<file path="config.mk">
export PLATFORM = sky130hd
export DESIGN_NAME = breaker_supervision_monitor
export DESIGN_NICKNAME = d
export VERILOG_FILES = /design/src/rtl/breaker_mon_pkg.sv /design/src/rtl/breaker_supervision_monitor.sv
export VERILOG_INCLUDE_DIRS = /design/src /design/src/rtl
export SDC_FILE = /design/constraint.sdc
export NUM_CORES = 1
export LEC_CHECK = 0
export BUFFER_PORTS_ARGS = -buffer_cell sky130_fd_sc_hd__buf_2
export CAP_MARGIN = 25
export CORE_UTILIZATION = 40
export CTS_BUF_LIST = sky130_fd_sc_hd__clkbuf_16
export DETAILED_ROUTE_END_ITERATION = 8
export GPL_ROUTABILITY_DRIVEN = 0
export SLEW_MARGIN = 15
export SYNTH_ARGS = -nofsm -noshare
export SYNTH_HDL_FRONTEND = slang
export SYNTH_SLANG_ARGS = --single-unit
</file>
<file path="constraint.sdc">
create_clock -name i_sys_clk -period 3.8 [get_ports i_sys_clk]
set_clock_uncertainty 0.05 [all_clocks]
set_input_delay 0.38 -clock i_sys_clk [delete_from_list [all_inputs] [get_ports i_sys_clk]]
set_output_delay 0.38 -clock i_sys_clk [all_outputs]
set_load 0.03 [all_outputs]
</file>
<file path="src/rtl/breaker_mon_cfg.svh">
// Offsets, field positions, reset values and timing for the breaker monitor.
// Assumes a 100 MHz system clock; included by bare name.
`ifndef BREAKER_MON_CFG_SVH
`define BREAKER_MON_CFG_SVH

`define CLK_HZ 100000000
`define TICK_HZ 100
`define TICK_CYCLES (`CLK_HZ / `TICK_HZ)
`define CLOSED_HOLD_S 5
`define CLOSED_HOLD_TICKS (`CLOSED_HOLD_S * `TICK_HZ)

`define ADDR_CTRL 8'h00
`define ADDR_OPEN_TIME 8'h04
`define ADDR_ATTEMPTS 8'h08
`define ADDR_SYNC_DELAY 8'h0c
`define ADDR_STATUS 8'h10
`define ADDR_IRQ_CLEAR 8'h14
`define ADDR_IRQ_ENABLE 8'h18
`define ADDR_STATE 8'h1c

`define CTRL_BRK_EN 0
`define CTRL_BRK_CLASS 1
`define CTRL_BRK_LOCKABLE 2
`define CTRL_SYNC_EN 3
`define CTRL_SYNC_SELF_ACK 4
`define CTRL_SYNC_LOCKABLE 5
`define CTRL_ACK 8
`define CTRL_RESET 8'h0b

`define OPEN_TIME_MIN 16'd10
`define OPEN_TIME_MAX 16'd500
`define OPEN_TIME_RESET 16'd200
`define ATTEMPTS_MIN 4'd1
`define ATTEMPTS_MAX 4'd10
`define ATTEMPTS_RESET 4'd5
`define SYNC_DELAY_MIN 10'd3
`define SYNC_DELAY_MAX 10'd999
`define SYNC_DELAY_RESET 10'd60

`define ST_FAIL_OPEN 0
`define ST_FAIL_CLOSE 1
`define ST_SYNC_TIMEOUT 2

`endif

</file>
<file path="src/rtl/breaker_mon_pkg.sv">
// Types for the breaker supervision monitor.
// No dependencies.
package breaker_mon_pkg;
  typedef enum logic {
    class_a,
    class_b
  } alarm_class_e;
  typedef enum logic [1:0] {
    open_idle,
    open_timing,
    open_done
  } open_state_e;
endpackage : breaker_mon_pkg

</file>
<file path="src/rtl/breaker_supervision_monitor.sv">
// Breaker A supervision: fail-to-open, fail-to-close, sync timeout.
// Assumes AXI4-Lite master on i_sys_clk; pin inputs are asynchronous.
`include "breaker_mon_cfg.svh"
`timescale 1ns/100ps
`default_nettype none
module breaker_supervision_monitor
  import breaker_mon_pkg::*;
#(
  parameter int TICK_CYCLES = `TICK_CYCLES
) (
  input wire logic i_sys_clk,
  input wire logic i_reset_n,
  input wire logic i_clk_en,
  input wire logic i_breaker_feedback_input,
  input wire logic i_open_sequence,
  input wire logic i_close_breaker_command,
  input wire logic i_sync_request,
  input wire logic i_sync_done,
  input wire logic i_monitor_lock,
  input wire logic i_ext_ack,
  input wire logic [7:0] i_awaddr,
  input wire logic i_awvalid,
  output logic o_awready,
  input wire logic [31:0] i_wdata,
  input wire logic [3:0] i_wstrb,
  input wire logic i_wvalid,
  output logic o_wready,
  output logic [1:0] o_bresp,
  output logic o_bvalid,
  input wire logic i_bready,
  input wire logic [7:0] i_araddr,
  input wire logic i_arvalid,
  output logic o_arready,
  output logic [31:0] o_rdata,
  output logic [1:0] o_rresp,
  output logic o_rvalid,
  input wire logic i_rready,
  output logic o_fail_to_open_alarm,
  output logic o_fail_to_close_alarm,
  output logic o_sync_timeout_alarm,
  output logic o_breaker_alarm_class,
  output logic o_irq
);
  // Three-stage pin synchronisers; change accepted when stages 2 and 3 agree
  localparam int NPIN = 7;
  logic [NPIN-1:0] pin_raw;
  logic [NPIN-1:0] s1;
  logic [NPIN-1:0] s2;
  logic [NPIN-1:0] s3;
  logic [NPIN-1:0] pin;
  assign pin_raw = {i_ext_ack, i_monitor_lock, i_sync_done, i_sync_request,
    i_close_breaker_command, i_open_sequence, i_breaker_feedback_input};
  genvar g;
  generate
    for (g = 0; g < NPIN; g++) begin : g_sync
      always_ff @(posedge i_sys_clk or negedge i_reset_n) begin
        if (!i_reset_n) begin
          s1[g] <= 1'b0;
          s2[g] <= 1'b0;
          s3[g] <= 1'b0;
          pin[g] <= 1'b0;
        end else if (i_clk_en) begin
          s1[g] <= pin_raw[g];
          s2[g] <= s1[g];
          s3[g] <= s2[g];
          if (s2[g] == s3[g]) begin
            pin[g] <= s3[g];
          end
        end
      end
    end
  endgenerate
  logic fb;
  logic open_seq;
  logic close_cmd;
  logic sync_req;
  logic sync_done;
  logic lock;
  logic ext_ack;
  assign {ext_ack, lock, sync_done, sync_req, close_cmd, open_seq, fb} = pin;

  // Registers
  logic [5:0] ctrl;
  logic [15:0] open_time;
  logic [3:0] max_attempts;
  logic [9:0] sync_delay;
  logic [2:0] status;
  logic [2:0] irq_en;
  logic [2:0] irq_clr;
  logic ack_pulse;
  logic brk_active;
  logic sync_active;

  assign brk_active = ctrl[`CTRL_BRK_EN] &
    ~(ctrl[`CTRL_BRK_LOCKABLE] & lock);
  assign sync_active = ctrl[`CTRL_SYNC_EN] &
    ~(ctrl[`CTRL_SYNC_LOCKABLE] & lock);

  logic [31:0] tick_cnt;
  logic tick;
  always_ff @(posedge i_sys_clk or negedge i_reset_n) begin
    if (!i_reset_n) begin
      tick_cnt <= 32'h0;
      tick <= 1'b0;
    end else if (i_clk_en) begin
      tick <= (tick_cnt == 32'(TICK_CYCLES - 1));
      tick_cnt <= (tick_cnt == 32'(TICK_CYCLES - 1)) ? 32'h0 :
        tick_cnt + 32'h1;
    end
  end

  // Open supervision
  open_state_e open_state;
  logic [15:0] open_cnt;
  logic open_prev;
  logic fail_open_evt;
  always_ff @(posedge i_sys_clk or negedge i_reset_n) begin
    if (!i_reset_n) begin
      open_state <= open_idle;
      open_cnt <= 16'h0;
      open_prev <= 1'b0;
      fail_open_evt <= 1'b0;
    end else if (i_clk_en) begin
      open_prev <= open_seq;
      fail_open_evt <= 1'b0;
      case (open_state)
        open_idle: begin
          if (open_seq && !open_prev && brk_active) begin
            open_state <= open_timing;
            open_cnt <= 16'h0;
          end
        end
        open_timing: begin
          if (!brk_active || fb) begin
            open_state <= open_idle;
          end else if (tick) begin
            open_cnt <= open_cnt + 16'h1;
            if (open_cnt + 16'h1 >= open_time) begin
              fail_open_evt <= 1'b1;
              open_state <= open_done;
            end
          end
        end
        default: begin
          if (!open_seq) begin
            open_state <= open_idle;
          end
        end
      endcase
    end
  end

  // Close attempts and closed-hold reset
  logic [3:0] attempts;
  logic close_prev;
  logic [9:0] closed_ticks;
  logic fail_close_evt;
  always_ff @(posedge i_sys_clk or negedge i_reset_n) begin
    if (!i_reset_n) begin
      attempts <= 4'h0;
      close_prev <= 1'b0;
      closed_ticks <= 10'h0;
      fail_close_evt <= 1'b0;
    end else if (i_clk_en) begin
      close_prev <= close_cmd;
      fail_close_evt <= 1'b0;
      if (fb) begin
        closed_ticks <= 10'h0;
      end else if (tick && closed_ticks != 10'(`CLOSED_HOLD_TICKS)) begin
        closed_ticks <= closed_ticks + 10'h1;
      end
      if (closed_ticks == 10'(`CLOSED_HOLD_TICKS)) begin
        attempts <= 4'h0;
      end else if (close_cmd && !close_prev && brk_active) begin
        attempts <= attempts + 4'h1;
        if (attempts + 4'h1 == max_attempts) begin
          fail_close_evt <= 1'b1;
        end
      end
    end
  end

  // Sync supervision
  logic [9:0] sync_sec;
  logic [6:0] sync_sub;
  logic sync_fault;
  always_ff @(posedge i_sys_clk or negedge i_reset_n) begin
    if (!i_reset_n) begin
      sync_sec <= 10'h0;
      sync_sub <= 7'h0;
      sync_fault <= 1'b0;
    end else if (i_clk_en) begin
      if (!sync_active || !sync_req || sync_done) begin
        sync_sec <= 10'h0;
        sync_sub <= 7'h0;
        sync_fault <= 1'b0;
      end else if (tick && !sync_fault) begin
        sync_sub <= (sync_sub == 7'(`TICK_HZ - 1)) ? 7'h0 : sync_sub + 7'h1;
        if (sync_sub == 7'(`TICK_HZ - 1)) begin
          sync_sec <= sync_sec + 10'h1;
          if (sync_sec + 10'h1 >= sync_delay) begin
            sync_fault <= 1'b1;
          end
        end
      end
    end
  end

  // Alarm latches
  logic ack;
  assign ack = ack_pulse | ext_ack;
  always_ff @(posedge i_sys_clk or negedge i_reset_n) begin
    if (!i_reset_n) begin
      o_fail_to_open_alarm <= 1'b0;
      o_fail_to_close_alarm <= 1'b0;
      o_sync_timeout_alarm <= 1'b0;
      o_breaker_alarm_class <= 1'b1;
    end else if (i_clk_en) begin
      o_breaker_alarm_class <= ctrl[`CTRL_BRK_CLASS];
      if (fail_open_evt) begin
        o_fail_to_open_alarm <= 1'b1;
      end else if (ack) begin
        o_fail_to_open_alarm <= 1'b0;
      end
      if (fail_close_evt) begin
        o_fail_to_close_alarm <= 1'b1;
      end else if (ack) begin
        o_fail_to_close_alarm <= 1'b0;
      end
      if (sync_fault) begin
        o_sync_timeout_alarm <= 1'b1;
      end else if (ctrl[`CTRL_SYNC_SELF_ACK]) begin
        o_sync_timeout_alarm <= 1'b0;
      end else if (ack) begin
        o_sync_timeout_alarm <= 1'b0;
      end
    end
  end

  // Sticky status and interrupt
  logic [2:0] evt;
  assign evt = {sync_fault & ~o_sync_timeout_alarm, fail_close_evt,
    fail_open_evt};
  always_ff @(posedge i_sys_clk or negedge i_reset_n) begin
    if (!i_reset_n) begin
      status <= 3'h0;
      o_irq <= 1'b0;
    end else if (i_clk_en) begin
      status <= evt | (status & ~irq_clr);
      o_irq <= |(status & irq_en);
    end
  end

  // AXI4-Lite write
  logic aw_held;
  logic w_held;
  logic [7:0] aw_addr;
  logic [31:0] w_data;
  logic [3:0] w_strb;
  logic do_write;
  assign do_write = aw_held && w_held && !o_bvalid;
  always_ff @(posedge i_sys_clk or negedge i_reset_n) begin
    if (!i_reset_n) begin
      aw_held <= 1'b0;
      w_held <= 1'b0;
      aw_addr <= 8'h0;
      w_data <= 32'h0;
      w_strb <= 4'h0;
      o_awready <= 1'b0;
      o_wready <= 1'b0;
      o_bvalid <= 1'b0;
      o_bresp <= 2'b00;
    end else if (i_clk_en) begin
      o_awready <= !aw_held && !(o_awready && i_awvalid);
      o_wready <= !w_held && !(o_wready && i_wvalid);
      if (o_awready && i_awvalid) begin
        aw_held <= 1'b1;
        aw_addr <= i_awaddr;
      end
      if (o_wready && i_wvalid) begin
        w_held <= 1'b1;
        w_data <= i_wdata;
        w_strb <= i_wstrb;
      end
      if (do_write) begin
        aw_held <= 1'b0;
        w_held <= 1'b0;
        o_bvalid <= 1'b1;
        o_bresp <= (aw_addr > `ADDR_STATE) ? 2'b10 : 2'b00;
      end else if (o_bvalid && i_bready) begin
        o_bvalid <= 1'b0;
      end
    end
  end

  always_ff @(posedge i_sys_clk or negedge i_reset_n) begin
    if (!i_reset_n) begin
      ctrl <= 6'(`CTRL_RESET);
      open_time <= `OPEN_TIME_RESET;
      max_attempts <= `ATTEMPTS_RESET;
      sync_delay <= `SYNC_DELAY_RESET;
      irq_en <= 3'h0;
      irq_clr <= 3'h0;
      ack_pulse <= 1'b0;
    end else if (i_clk_en) begin
      irq_clr <= 3'h0;
      ack_pulse <= 1'b0;
      // Out-of-range settings are ignored, keeping the old value
      if (do_write && w_strb[0]) begin
        if (aw_addr == `ADDR_CTRL) begin
          ctrl <= w_data[5:0];
          ack_pulse <= w_strb[1] & w_data[`CTRL_ACK];
        end else if (aw_addr == `ADDR_OPEN_TIME && w_strb[1]) begin
          if (w_data[15:0] >= `OPEN_TIME_MIN &&
              w_data[15:0] <= `OPEN_TIME_MAX) begin
            open_time <= w_data[15:0];
          end
        end else if (aw_addr == `ADDR_ATTEMPTS) begin
          if (w_data[7:0] >= 8'(`ATTEMPTS_MIN) &&
              w_data[7:0] <= 8'(`ATTEMPTS_MAX)) begin
            max_attempts <= w_data[3:0];
          end
        end else if (aw_addr == `ADDR_SYNC_DELAY && w_strb[1]) begin
          if (w_data[15:0] >= 16'(`SYNC_DELAY_MIN) &&
              w_data[15:0] <= 16'(`SYNC_DELAY_MAX)) begin
            sync_delay <= w_data[9:0];
          end
        end else if (aw_addr == `ADDR_IRQ_CLEAR) begin
          irq_clr <= w_data[2:0];
        end else if (aw_addr == `ADDR_IRQ_ENABLE) begin
          irq_en <= w_data[2:0];
        end
      end
    end
  end

  // AXI4-Lite read
  always_ff @(posedge i_sys_clk or negedge i_reset_n) begin
    if (!i_reset_n) begin
      o_arready <= 1'b0;
      o_rvalid <= 1'b0;
      o_rdata <= 32'h0;
      o_rresp <= 2'b00;
    end else if (i_clk_en) begin
      o_arready <= !o_rvalid && !(o_arready && i_arvalid);
      if (o_arready && i_arvalid) begin
        o_rvalid <= 1'b1;
        o_rresp <= 2'b00;
        if (i_araddr == `ADDR_CTRL) begin
          o_rdata <= {26'h0, ctrl[5:0]};
        end else if (i_araddr == `ADDR_OPEN_TIME) begin
          o_rdata <= {16'h0, open_time};
        end else if (i_araddr == `ADDR_ATTEMPTS) begin
          o_rdata <= {28'h0, max_attempts};
        end else if (i_araddr == `ADDR_SYNC_DELAY) begin
          o_rdata <= {22'h0, sync_delay};
        end else if (i_araddr == `ADDR_STATUS) begin
          o_rdata <= {29'h0, status};
        end else if (i_araddr == `ADDR_IRQ_ENABLE) begin
          o_rdata <= {29'h0, irq_en};
        end else if (i_araddr == `ADDR_STATE) begin
          o_rdata <= {22'h0, o_sync_timeout_alarm, o_fail_to_close_alarm,
            o_fail_to_open_alarm, open_state == open_timing, attempts,
            1'b0, fb};
        end else if (i_araddr == `ADDR_IRQ_CLEAR) begin
          o_rdata <= 32'h0;
        end else begin
          o_rdata <= 32'h0;
          o_rresp <= 2'b10;
        end
      end else if (o_rvalid && i_rready) begin
        o_rvalid <= 1'b0;
      end
    end
  end

  // Assertions
  a_clear_after_hold: assert property (@(posedge i_sys_clk)
    disable iff (!i_reset_n) i_clk_en &&
    closed_ticks == 10'(`CLOSED_HOLD_TICKS) |=> attempts == 4'h0)
    else $error("attempt counter not cleared after hold");
  a_close_limit: assert property (@(posedge i_sys_clk)
    disable iff (!i_reset_n) fail_close_evt |-> attempts == max_attempts)
    else $error("fail-to-close raised off limit");
  a_close_flag: assert property (@(posedge i_sys_clk)
    disable iff (!i_reset_n) fail_close_evt && i_clk_en |=>
    o_fail_to_close_alarm)
    else $error("fail-to-close flag missing");
  a_open_flag: assert property (@(posedge i_sys_clk)
    disable iff (!i_reset_n) fail_open_evt && i_clk_en |=>
    o_fail_to_open_alarm)
    else $error("fail-to-open flag missing");
  a_open_expiry: assert property (@(posedge i_sys_clk)
    disable iff (!i_reset_n) $rose(fail_open_evt) |-> open_cnt >= open_time)
    else $error("fail-to-open before expiry");
  a_lock_blocks: assert property (@(posedge i_sys_clk)
    disable iff (!i_reset_n) lock && ctrl[`CTRL_BRK_LOCKABLE] && i_clk_en
    |=> open_state != open_timing)
    else $error("open timing while locked");
  a_sync_delay: assert property (@(posedge i_sys_clk)
    disable iff (!i_reset_n) $rose(sync_fault) |-> sync_sec >= sync_delay)
    else $error("sync timeout early");
  a_sync_latched: assert property (@(posedge i_sys_clk)
    disable iff (!i_reset_n) o_sync_timeout_alarm && !sync_fault &&
    !ctrl[`CTRL_SYNC_SELF_ACK] && !ack && i_clk_en |=> o_sync_timeout_alarm)
    else $error("sync alarm dropped without ack");
  a_sync_self_ack: assert property (@(posedge i_sys_clk)
    disable iff (!i_reset_n) !sync_fault && ctrl[`CTRL_SYNC_SELF_ACK] &&
    i_clk_en |=> !o_sync_timeout_alarm)
    else $error("self-ack did not clear");
endmodule : breaker_supervision_monitor
`default_nettype wire

</file>
==> impl_metrics.csv <==
group,metric,value,unit
pwr,power_density,497.9,nW/um2
grt,antenna_found_initial,1,
grt,grt_max_degree,96,
routing,antenna_left,0,
grt,grt_pass1_vias,7301,
floorplanning,core_area,26210,um2
cells_and_area,n_antenna_cell,0,
setup_path,cp-start-kind,"flop",
synthesis,yosys.cell_types.count,65,
floorplanning,die_h,165.9,um
sta,timing.fmax,299.4,MHz
setup_path,crit_slowest_cell,"a2111oi_0",
grt,grt-ovfl-total,0,
setup_path,cp_cell_sequence,"ha_1, and3_1, nand4_1, nand2b_1, xnor2_1, ha_1, nand4_1, a211oi_1, a2111oi_0, buf_4, o21ai_0, mux2_2",
cts,cts_sinks,217,
cts,clk_pin_slew,0.06,ns
sta,worst_slew_pin_slew,0.9197,ns
floorplanning,core.rowCount,59,
setup_path,r2r_slack,0.46,ns
run_status,outcome,"complete, but fails checks",
floorplanning,die_w,165.9,um
sta,hold_violations,0,
sta,fin_setup_tns,0,ns
cts,cts.repair.resized,0,
sta,final_max_slew_viol_count,0,
setup_path,max_stage_delay,0.57,ns
setup_path,cp_max_fo,6,
run,drv_cap,0,
cts,cts_buffer_depth,3,
cells_and_area,syn2layout_area_growth,13.10,%
placement,placed_area,11410,um2
pwr,leakagePower,5.618,nW
floorplanning,die_area,27520,um2
pwr,ir_drop,455.2,uV
cells_and_area,nNetsFinal,1188,
synthesis,async_reset_ff_frac,1.000,
routing,firstDrtPassIters,9,
sta,max_slew_margin,0.3821,
setup_path,cp.arrival,3.69,ns
synthesis,synth_warnings,0,
synthesis,synthesis.area,10740,um2
floorplanning,ios,113,
routing,dr.first_iter.drc_count,398,
cells_and_area,fin_area,12150,um2
synthesis,synth_seq_cells,217,
routing,viasPerCell,5.296,
routing,drc,10,
sta,rsz0062_at_grt,"false",
routing,vias,7610,
hold_path,hold_path.class,"primary input to flop",
cts,clock_latency,0.52,ns
routing,wire_per_inst,16.33,um
run_status,violations,"design-rule violations",
setup_path,crit_type,"flop to flop",
synthesis,synth-seq-area-share,0.5070,
cts,cts_made_buffers,25,
sta,finalCritPeriodShare,0.8789,
cells_and_area,final_common_cell,"dfrtp_1",
cells_and_area,utilization,0.4636,
placement,post-dp-hpwl,16760,um
setup_path,worstPathRequired,4.15,ns
cells_and_area,mostFrequentLayoutCells,"204 x dfrtp_1, 98 x nand2_1, 86 x mux2_2, 75 x buf_2, 68 x o21ai_0",
setup_path,worst-path-buf-inv,1,
grt,grtUsageTotal,0.1751,
synthesis,ys.flop_type,"dfrtp_1",
placement,portBuffers,76,
synthesis,synth_cells,1013,
synthesis,synth_edf_count,0,
setup_path,cp_top_family,"simple AND/OR/NAND/NOR gates",
cells_and_area,drive_gt1_frac,0.2087,
grt,grt_pass1_wl,38940,um
cts,cts_root_buffer,"clkbuf_16",
sta,min_period,3.340,ns
sta,setup_viol,0,
routing,wirelength,23460,um
cts,htree_levels,1,
cts,cts_tree,"done",
setup_path,cp-end-kind,"flop",
sta,fin_ws,0.4601,ns
synthesis,syn_avg_cell_area,10.60,um2
floorplanning,start_util,0.4099,
placement,dp_worst_setup_slack,0.4475,ns
==> state kept, by name (all words and copies together), names as in the netlist, 6 cells and up <==
| register | cells |
|---|---|
| aw_addr | 8 |
| closed_ticks | 10 |
| ctrl | 6 |
| o_rdata | 16 |
| open_cnt | 16 |
| open_time | 16 |
| s1 | 7 |
| s2 | 7 |
| s3 | 7 |
| sync_delay | 10 |
| sync_sec | 10 |
| sync_sub | 7 |
| tick_cnt | 32 |
| w_data | 16 |
==> layout make-up <==
cell class | instances | area (um2)
fillers | 2486 | 14060
multi-input cells | 701 | 4856
clock buffers | 25 | 625.6
repair buffers | 90 | 510.5
well taps | 335 | 419.2
flip-flops and latches | 217 | 5446
inverters | 53 | 198.9
clock inverters | 16 | 93.84
==> worst paths after layout <==
path,start,to,cells past startpoint
worst min register to register,o_rdata[2],o_rdata[2],2
min in group asynchronous,i_reset_n,tick_cnt[10],2
max in group asynchronous,i_reset_n,sync_delay[5],3
worst max-delay path,open_cnt[0],open_state[0],12
worst max register to register,open_cnt[0],open_state[0],12
worst min-delay path,i_wdata[4],w_data[4],2
==> Yosys cell counts (4+ instances only) <==
library cell  count  area share
ha_1             33       0.038
o22ai_1           5      0.0029
buf_4            18       0.013
a21oi_1          24       0.011
a21o_1            7      0.0049
a21boi_0          5      0.0035
o211ai_1          5      0.0035
a22oi_1           5      0.0035
a31oi_1           4      0.0023
inv_1            53       0.019
nor3_1           24       0.011
nand2_1          98       0.034
xor2_1           28       0.023
clkbuf_1         33       0.012
or3_1             6      0.0035
and3_1           12      0.0070
dfrtp_1         204        0.48
nand4_1          18       0.010
xnor2_1          37       0.030
nor2_1           61       0.021
nor2b_1           4      0.0023
nor4b_1           4      0.0033
mux2_2           86       0.090
o31ai_1           5      0.0035
or4_1             4      0.0028
and4_1            4      0.0033
nand2b_1          9      0.0052
dfstp_2          13       0.032
mux2i_1           7      0.0065
o21a_1            5      0.0035
nand3_1          34       0.016
nor4_1            8      0.0047
o21ai_0          68       0.032
and2_1            6      0.0035
nor3b_1           5      0.0035
a22o_1           24       0.020
==> timing repair <==
item                      4_1_cts  5_1_grt
hold buffers                    1        0
setup buffers                   0        0
hold endpoints to repair       87        0
==> metrics by stage <==
step / power (mW) / hold slack (ns) / instances
2_1_floorplan: 3.595 / 0.03441 / 1030
3_3_place_gp: 3.914 / 0.4115 / 1394
3_5_place_dp: 3.947 / 0.4149 / 1394
4_1_cts: 6.129 / 0.01700 / 1436
5_1_grt: 6.380 / 0.02599 / 1437
6_report: 6.050 / 0.03777 / 1437
==> per-layer routing <==
metal	vias up	wire length [um]	track usage
met5	-	17	0
met4	2	546	0.04998
met3	37	968	0.02622
met2	162	10510	0.2727
met1	3705	11430	0.2532
li1	3704	-	-
==> logic make-up after synthesis <==
kind of cell / Yosys count / share of synthesized area
other: 1 / 0.0003491
xor gates and xnor gates: 65 / 0.05299
DFF: 217 / 0.5070
adders and majority gates: 33 / 0.03844
and+or+nand+nor: 309 / 0.1413
muxes: 98 / 0.1051
buffers and inverters: 112 / 0.04752
AOI/OAI and AO/OA: 178 / 0.1074
==> power by group <==
group | internal [mW] | leakage, nW | switching (mW) | total, mW
logic | 0.402 | 2.47 | 0.446 | 0.848
clock network | 1.24 | 0.376 | 0.910 | 2.15
registers | 2.63 | 2.77 | 0.416 | 3.05
Note: power is estimated with default switching activity, not from simulation.
